--- config.mk ---
export PLATFORM = sky130hd
export DESIGN_NAME = scc_spi_ctrl
export DESIGN_NICKNAME = d
export VERILOG_FILES = /design/src/logic/scc_pkg.sv /design/src/logic/scc_sync.sv /design/src/logic/scc_spi_ctrl.sv
export VERILOG_INCLUDE_DIRS = /design/src /design/src/logic
export SDC_FILE = /design/constraint.sdc
export NUM_CORES = 1
export LEC_CHECK = 0
export BUFFER_PORTS_ARGS = -buffer_cell sky130_fd_sc_hd__buf_2
export CAP_MARGIN = 10
export CELL_PAD_IN_SITES_DETAIL_PLACEMENT = 1
export CELL_PAD_IN_SITES_GLOBAL_PLACEMENT = 1
export CORE_AREA = 4 4 93 95
export DETAILED_ROUTE_END_ITERATION = 10
export DIE_AREA = 0 0 97 99
export PLACE_DENSITY_LB_ADDON = 0.1
export RECOVER_POWER = 50
export SLEW_MARGIN = 25
export SYNTH_ARGS = -nofsm -noshare
export SYNTH_HDL_FRONTEND = slang
export SYNTH_HIERARCHICAL = 1
export SYNTH_SLANG_ARGS = --single-unit
--- constraint.sdc ---
create_clock -name clk -period 3.4 [get_ports clk]
set_input_delay 0 -clock clk [delete_from_list [all_inputs] [get_ports clk]]
set_output_delay 0 -clock clk [all_outputs]
set_load 0.02 [all_outputs]
--- src/logic/scc_cfg.svh ---
`ifndef SCC_CFG_SVH
`define SCC_CFG_SVH

// Frame geometry
`define SCC_FRAME_BITS 5'h10
`define SCC_CNT_W 5
`define SCC_WORD_W 16
`define SCC_WORD_MSB 15
`define SCC_BYTE_W 8

// Control byte fields
`define SCC_CTRL_VREF_HI 7
`define SCC_CTRL_VREF_LO 5
`define SCC_CTRL_SHORT_EN 4
`define SCC_CTRL_STANDBY_BIT_ALIAS 3
`define SCC_CTRL_EN 2
`define SCC_CTRL_AMP_SD 1
`define SCC_CTRL_RESET 8'h00

// Status byte fields, low nibble unused and zero
`define SCC_ST_OVER 7
`define SCC_ST_SHORT 6
`define SCC_ST_TEMP 5
`define SCC_ST_READY 4
`define SCC_ST_RESET 8'h00

// Reference level mapping, percent
`define SCC_PCT_BASE 7'h1E
`define SCC_PCT_STEP 7'h0A
`define SCC_PCT_MAX 7'h64
`define SCC_CODE_MAX 3'h7

// Synchroniser lanes
`define SCC_SYNC_W 8
`define SCC_IN_SCK 0
`define SCC_IN_SSN 1
`define SCC_IN_MOSI 2
`define SCC_IN_OV 3
`define SCC_IN_SHORT 4
`define SCC_IN_THOT 5
`define SCC_IN_TCOOL 6
`define SCC_IN_READY 7
`define SCC_SYNC_RESET 8'h02

`endif

--- src/logic/scc_pkg.sv ---
`include "scc_cfg.svh"

package scc_pkg;

    // Link sequencing
    typedef enum logic [1:0] {
        SCC_LINK_IDLE,
        SCC_LINK_FRAME
    } scc_link_t;

    // Whole state of the control block
    typedef struct packed {
        scc_link_t linkState;
        logic [`SCC_WORD_W-1:0] shiftReg;
        logic [`SCC_CNT_W-1:0] bitCount;
        logic misoReg;
        logic misoOeN;
        logic sckPrev;
        logic ssPrev;
        logic [`SCC_BYTE_W-1:0] ctrlReg;
        logic overFlag;
        logic shortFlag;
        logic tempFlag;
        logic readyFlag;
        logic gateEnable;
        logic dutyRefReset;
        logic coreEnable;
        logic ampBiasEnable;
        logic [2:0] vrefCode;
        logic [6:0] vrefPercent;
    } scc_state_t;

    // Synchroniser state
    typedef struct packed {
        logic [`SCC_SYNC_W-1:0] stage1;
        logic [`SCC_SYNC_W-1:0] stage2;
    } scc_sync_t;

endpackage

--- src/logic/scc_sync.sv ---
`timescale 1ns/1ps
`include "scc_cfg.svh"

module scc_sync (
    // Clock and reset
    input wire logic clk,
    input wire logic resetn,
    // Raw inputs from pins
    input wire logic [`SCC_SYNC_W-1:0] asyncIn,
    // Inputs in the clk domain
    output logic [`SCC_SYNC_W-1:0] syncOut
);

    scc_pkg::scc_sync_t r;
    scc_pkg::scc_sync_t n;

    // Second stage alone reads the first
    always_comb begin
        n.stage1 = asyncIn;
        n.stage2 = r.stage1;
    end

    // Select line idles high, so its lane resets high
    always_ff @(posedge clk or negedge resetn) begin
        if (!resetn) begin
            r.stage1 <= `SCC_SYNC_RESET;
            r.stage2 <= `SCC_SYNC_RESET;
        end else begin
            r <= n;
        end
    end

    assign syncOut = r.stage2;

endmodule

--- src/logic/scc_spi_ctrl.sv ---
// Notes on behaviour
// (RULE_01) Code 0..7 maps 30 to 100 percent
// (RULE_02) Overvoltage shuts the converter down
// (RULE_03) Overvoltage sets its status flag
// (RULE_04) Current sense trip suspends switching, flags short
// (RULE_05) Short protection acts only when enabled
// (RULE_06) Standby bit stops gate pulses only
// (RULE_07) Gate pulses need enable high, standby low
// (RULE_08) Enable low powers down all but wake-up
// (RULE_09) Wake-up logic keeps listening while disabled
// (RULE_10) Hot die sets temperature flag
// (RULE_11) Temperature flag clears below hysteresis threshold
// (RULE_12) Temperature flag takes no protective action
// (RULE_13) Enable or standby toggle resets duty reference
// (RULE_14) Sixteen-bit mode 0 frames, clock idles low
// (RULE_15) Select low presents status MSB first
// (RULE_16) Data sampled on serial clock rising edge
// (RULE_17) Next output bit shifted on falling edge
// (RULE_18) Returned word lags received word one frame
// (RULE_19) Only lower byte controls; upper carries status
// (RULE_20) Both lines carry most significant bit first
// (RULE_21) Ready flag shows high rail at level
// (RULE_22) Amplifier shutdown bit removes bias currents
// (RULE_23) Control applied only after complete frame
// (RULE_24) Status bit positions fixed, unused read zero
`timescale 1ns/1ps
`include "scc_cfg.svh"

module scc_spi_ctrl (
    // Clock and reset
    input wire logic clk,
    input wire logic resetn,
    // Serial port pins
    input wire logic spiSck,
    input wire logic spiSelN,
    input wire logic spiMosi,
    output logic spiMiso,
    output logic spiMisoOeN,
    // Analog monitor inputs
    input wire logic overvoltageTrip,
    input wire logic senseOverThreshold,
    input wire logic tempHot,
    input wire logic tempCool,
    input wire logic railReady,
    // Converter and amplifier controls
    output logic gateEnable,
    output logic dutyRefReset,
    output logic coreEnable,
    output logic ampBiasEnable,
    output logic [2:0] vrefCode,
    output logic [6:0] vrefPercent
);

    scc_pkg::scc_state_t r;
    scc_pkg::scc_state_t n;

    logic [`SCC_SYNC_W-1:0] syncIn;
    logic sckS;
    logic selNS;
    logic mosiS;
    logic ovS;
    logic shortS;
    logic hotS;
    logic coolS;
    logic readyS;
    logic inFrame;
    logic frameStart;
    logic frameEnd;
    logic frameFull;
    logic frameDone;
    logic sckRise;
    logic sckFall;
    logic modeToggle;
    logic [`SCC_BYTE_W-1:0] rxByte;
    logic [`SCC_BYTE_W-1:0] statusByte;
    logic [`SCC_WORD_W-1:0] txWord;

    // All pin and monitor levels cross into clk here
    scc_sync u_sync (
        .clk(clk),
        .resetn(resetn),
        .asyncIn({railReady, tempCool, tempHot, senseOverThreshold,
                  overvoltageTrip, spiMosi, spiSelN, spiSck}),
        .syncOut(syncIn)
    );

    // Named lanes of the synchronised inputs
    assign sckS = syncIn[`SCC_IN_SCK];
    assign selNS = syncIn[`SCC_IN_SSN];
    assign mosiS = syncIn[`SCC_IN_MOSI];
    assign ovS = syncIn[`SCC_IN_OV];
    assign shortS = syncIn[`SCC_IN_SHORT];
    assign hotS = syncIn[`SCC_IN_THOT];
    assign coolS = syncIn[`SCC_IN_TCOOL];
    assign readyS = syncIn[`SCC_IN_READY];

    // Edge and frame events, all from second-stage values
    assign inFrame = (r.linkState == scc_pkg::SCC_LINK_FRAME);
    assign frameStart = r.ssPrev & ~selNS;
    assign frameEnd = ~r.ssPrev & selNS;
    assign sckRise = sckS & ~r.sckPrev; // see (RULE_16)
    assign sckFall = ~sckS & r.sckPrev; // see (RULE_17)
    assign frameFull = (r.bitCount == `SCC_FRAME_BITS); // see (RULE_14)
    assign frameDone = inFrame & frameEnd & frameFull; // see (RULE_23)
    assign rxByte = r.shiftReg[`SCC_BYTE_W-1:0]; // see (RULE_19)
    assign modeToggle = (rxByte[`SCC_CTRL_EN] != r.ctrlReg[`SCC_CTRL_EN])
                      | (rxByte[`SCC_CTRL_STANDBY_BIT_ALIAS] != r.ctrlReg[`SCC_CTRL_STANDBY_BIT_ALIAS]);

    // Status byte: fixed flag slots, low nibble zero
    always_comb begin
        statusByte = `SCC_ST_RESET; // see (RULE_24)
        statusByte[`SCC_ST_OVER] = r.overFlag;
        statusByte[`SCC_ST_SHORT] = r.shortFlag;
        statusByte[`SCC_ST_TEMP] = r.tempFlag;
        statusByte[`SCC_ST_READY] = r.readyFlag; // see (RULE_21)
    end

    // Lower byte echoes the last applied control, hence one frame of lag
    assign txWord = {statusByte, r.ctrlReg}; // see (RULE_18)

    // Next-state logic for the whole block
    always_comb begin
        n = r;
        n.dutyRefReset = 1'b0;
        n.sckPrev = sckS;
        n.ssPrev = selNS;
        // Serial link sequencing; never gated by enable, so it doubles as wake-up
        case (r.linkState)
            scc_pkg::SCC_LINK_IDLE: begin
                if (frameStart) begin
                    n.linkState = scc_pkg::SCC_LINK_FRAME;
                    n.shiftReg = txWord;
                    n.bitCount = '0;
                    n.misoReg = txWord[`SCC_WORD_MSB]; // see (RULE_15)
                    n.misoOeN = 1'b0;
                end
            end
            scc_pkg::SCC_LINK_FRAME: begin
                if (frameEnd) begin
                    n.linkState = scc_pkg::SCC_LINK_IDLE;
                    n.misoOeN = 1'b1;
                    n.misoReg = 1'b0;
                    // Short frames are dropped whole
                    if (frameFull) begin
                        n.ctrlReg = rxByte; // see (RULE_23) (RULE_09)
                        n.dutyRefReset = modeToggle; // see (RULE_13)
                    end
                end else if (sckRise && !frameFull) begin
                    // MSB first in and out through one register
                    n.shiftReg = {r.shiftReg[`SCC_WORD_MSB-1:0], mosiS}; // see (RULE_20)
                    n.bitCount = r.bitCount + `SCC_CNT_W'(1); // see (RULE_16)
                end else if (sckFall && r.bitCount != '0 && !frameFull) begin
                    n.misoReg = r.shiftReg[`SCC_WORD_MSB]; // see (RULE_17)
                end
            end
            default: begin
                n.linkState = scc_pkg::SCC_LINK_IDLE;
                n.misoOeN = 1'b1;
            end
        endcase

        // Sticky fault flags; a new trip beats the clear on report
        n.overFlag = ovS | (r.overFlag & ~frameDone); // see (RULE_03)
        n.shortFlag = (shortS & n.ctrlReg[`SCC_CTRL_SHORT_EN]) // see (RULE_04) (RULE_05)
                    | (r.shortFlag & ~frameDone);
        // Hysteresis: set when hot, hold until cool
        n.tempFlag = hotS | (r.tempFlag & ~coolS); // see (RULE_10) (RULE_11)
        n.readyFlag = readyS; // see (RULE_21)

        // Power stage gating; temperature deliberately left out
        n.gateEnable = n.ctrlReg[`SCC_CTRL_EN] & ~n.ctrlReg[`SCC_CTRL_STANDBY_BIT_ALIAS] // see (RULE_06) (RULE_07)
                     & ~n.overFlag // see (RULE_02)
                     & ~(n.shortFlag & n.ctrlReg[`SCC_CTRL_SHORT_EN]); // see (RULE_04) (RULE_12)
        n.coreEnable = n.ctrlReg[`SCC_CTRL_EN]; // see (RULE_08)
        // Amplifier bias needs the core powered as well
        n.ampBiasEnable = n.ctrlReg[`SCC_CTRL_EN] & ~n.ctrlReg[`SCC_CTRL_AMP_SD]; // see (RULE_22)
        n.vrefCode = n.ctrlReg[`SCC_CTRL_VREF_HI:`SCC_CTRL_VREF_LO];
        n.vrefPercent = `SCC_PCT_BASE + ({4'h0, n.vrefCode} * `SCC_PCT_STEP); // see (RULE_01)
    end

    // State register; control resets to disabled
    always_ff @(posedge clk or negedge resetn) begin
        if (!resetn) begin
            r.linkState <= scc_pkg::SCC_LINK_IDLE;
            r.shiftReg <= '0;
            r.bitCount <= '0;
            r.misoReg <= 1'b0;
            r.misoOeN <= 1'b1;
            r.sckPrev <= 1'b0;
            r.ssPrev <= 1'b1;
            r.ctrlReg <= `SCC_CTRL_RESET;
            r.overFlag <= 1'b0;
            r.shortFlag <= 1'b0;
            r.tempFlag <= 1'b0;
            r.readyFlag <= 1'b0;
            r.gateEnable <= 1'b0;
            r.dutyRefReset <= 1'b0;
            r.coreEnable <= 1'b0;
            r.ampBiasEnable <= 1'b0;
            r.vrefCode <= 3'h0;
            r.vrefPercent <= `SCC_PCT_BASE;
        end else begin
            r <= n;
        end
    end

    // Outputs straight from the state register
    assign spiMiso = r.misoReg;
    assign spiMisoOeN = r.misoOeN;
    assign gateEnable = r.gateEnable;
    assign dutyRefReset = r.dutyRefReset;
    assign coreEnable = r.coreEnable;
    assign ampBiasEnable = r.ampBiasEnable;
    assign vrefCode = r.vrefCode;
    assign vrefPercent = r.vrefPercent;
endmodule

==> impl_metrics.toml <==
[sta]
final-hold-violation-count = 0
min_period_over_period = 0.795
setup_viol = 0
min_period_ns = 2.70
slew_violations = 0
skew_ns = 0.00799
max_freq_mhz = 370
rsz0062_at_grt = "no"
finalSetupTns_ns = 0
slew_headroom = 0.253
hold-worst-slack_ns = 0.305
tightest_slew_ns = 1.12

[yosys]
synth_cells = 215
avgSynthCellArea_sq_um = 12.5
synth_fp_nets = 229
synth-edff-count = 0
yosysWarnings = 6
async_flop_share = 1.00
synth_top_flop_cell = "dfrtp_1"
yosysUniqueCellTypes = 37
syn-cell-area_sq_um = 2690
synth-seq-area-share = 0.582
ys_seq_elements = 62

[drt]
wl_per_cell_um = 14.2
via_per_inst = 4.57
dr.pass1.iters = 4
finalWirelength_mm = 5.01
drc = 0
drt_iter0_drc = 33
postRouteAntennaNets = 0
via_count = 1610

[grt]
track_usage = 0.116
antenna_found_initial = 0
grt_pass1_wl_mm = 8.83
first_global_vias = 1741
grt_max_degree = 47
grt_overflow = 0

[critical_path]
end_kind = "register"
rrSetupSlack_ns = 0.70
cp.arrival_ns = 2.92
worst-endpoint-required_ns = 3.62
critPathLaunchType = "register"
worstSetupStartpoint = "r[30]"
crit_fanout = 10
crit_end = "vrefPercent[5]"
worst-r2r-cell-count = 10
r2r-end = "vrefPercent[5]"
worstSetupPathType = "reg2reg"
rr_startpoint = "r[30]"

[die]
ios = 26
die_area_sq_um = 9600
die_h_um = 99
core_area_sq_um = 7730
rows = 32
start_util = 0.347
die_w_um = 97

[power_and_ir_drop]
seqPwrFrac = 0.492
swShare = 0.266
clkPwrFrac = 0.391
power_leakage_nw = 1.39
ir_worst_vdd_mv = 0.220
power.density_nw_per_um2 = 576
p_int_mw = 1.32
p_total_mw = 1.80
p_switching_mw = 0.479
combPwrFrac = 0.117

[cts]
hold_buffers = 9
tritoncts = "done"
cts.sinks = 62
cts_made_buffers = 9
worstSkewPairLatency_ns = 0.33
cts_max_path_buffers = 2
post-cts-setup-buffer-count = 0
cts.clk_slew.worst_paths_ns = 0.07
cts_resized = 0
htreeDepth = 3
root_buffer = "clkbuf_8"

[finish]
area_growth_pct = 16.4
antenna-diode-count = 0
layout_commonest_cell = "dfrtp_1"
layout_common_cells = "54 x dfrtp_1, 22 x nor2_1, 18 x mux2i_1"
fin_cells = 352
drive_gt1_frac = 0.232
final_nets = 259

[flow_run]
drv_cap = 0

[placement]
gp_congestion = 0.708
hpwl_mm = 3.32
numPortBuffers = 24
post-place-cells = 327

[worst_hold_path]
hp-class = "in2reg"

[run_status]
status = "complete, no violations"
==> metal layers <==
metal / up-vias / GRT usage / routed length [um]
met1: 798 / 0.153 / 2450
met5: - / 0 / 0
li1: 780 / - / -
met4: 0 / 0.0616 / 108
met3: 10 / 0.0283 / 149
met2: 22 / 0.176 / 2300
==> power by group through the flow <==
stage	combinational, mW	clock, mW	sequential, mW
6_report	0.211	0.703	0.886
5_1_grt	0.241	0.767	0.900
4_1_cts	0.218	0.729	0.888
3_5_place_dp	0.210	0	0.901
3_3_place_gp	0.207	0	0.900
2_1_floorplan	0.167	0	0.872
==> metrics by stage <==
| step | cell area [sq um] | setup WS (ns) | utilization |
|---|---|---|---|
| floorplan | 2690 | 0.951 | - |
| global placement | 2840 | 0.746 | 0.368 |
| detailed placement | 2840 | 0.672 | 0.368 |
| CTS | 3150 | 0.661 | 0.407 |
| global route | 3120 | 0.500 | 0.404 |
| finish | 3120 | 0.698 | 0.404 |
==> sequential cells by signal, summed over array words and instances (netlist names) <==
name	flops
spiMiso	1
ampBiasEnable	1
vrefCode	2
dutyRefReset	1
vrefPercent	5
r	34
u_sync/n	8
gateEnable	1
spiMisoOeN	1
u_sync/syncOut	8
==> worst min-delay path by stage <==
stage	start	end	depth (start not counted)
2_1_floorplan	resetn	ampBiasEnable	0
3_3_place_gp	resetn	dutyRefReset	1
3_5_place_dp	resetn	dutyRefReset	1
4_1_cts	resetn	dutyRefReset	2
5_1_grt	tempCool	u_sync/n[6]	2
6_report	senseOverThreshold	u_sync/n[4]	2
==> critical path, stage by stage, from the launching register on <==
cell and delay, ns:
dfrtp_1 0.41, inv_1 0.07, ha_1 0.16, and4bb_2 0.33
nand3_2 0.29, mux2_4 0.41, ha_1 0.35, nand2b_1 0.18
a21oi_1 0.16, mux2i_1 0.10, xnor2_1 0.13
==> kinds of logic (layout without fill, tap and decap cells) <==
kind of cell	count (synthesis)	after routing	share of synthesized area
flops	62	62	0.582
fa+ha+maj	4	4	0.0186
mux	26	26	0.102
other cells	1	1	0.00140
compound gates	34	34	0.0946
simple gates	53	53	0.114
buf+inv	26	61	0.0587
xor+xnor	9	9	0.0294
==> layout make-up <==
| cell class | instances | area (sq um) |
|---|---|---|
| clock buffer | 10 | 128 |
| clock inverter | 6 | 86.3 |
| fill | 846 | 4600 |
| inverter | 6 | 22.5 |
| multi-input combinational | 127 | 966 |
| sequential | 62 | 1560 |
| tap | 102 | 128 |
| timing repair buffer | 39 | 233 |
==> Yosys cell counts, types with 3 or more instances <==
cell type,count,area share
buf_2,3,0.0056
mux2i_1,18,0.067
ha_1,4,0.019
dfstp_2,8,0.078
mux2_2,7,0.029
a21oi_2,7,0.023
a21oi_1,10,0.019
nor2b_1,3,0.0070
nor3_1,3,0.0056
buf_4,11,0.031
nand2b_1,5,0.012
nand2_1,6,0.0084
a22o_1,5,0.016
clkbuf_1,4,0.0056
inv_1,6,0.0084
xnor2_1,7,0.023
nor2_1,22,0.031
dfrtp_1,54,0.50
o21ai_0,6,0.011
nand3_1,3,0.0056
(Power assumes the default switching activity.)
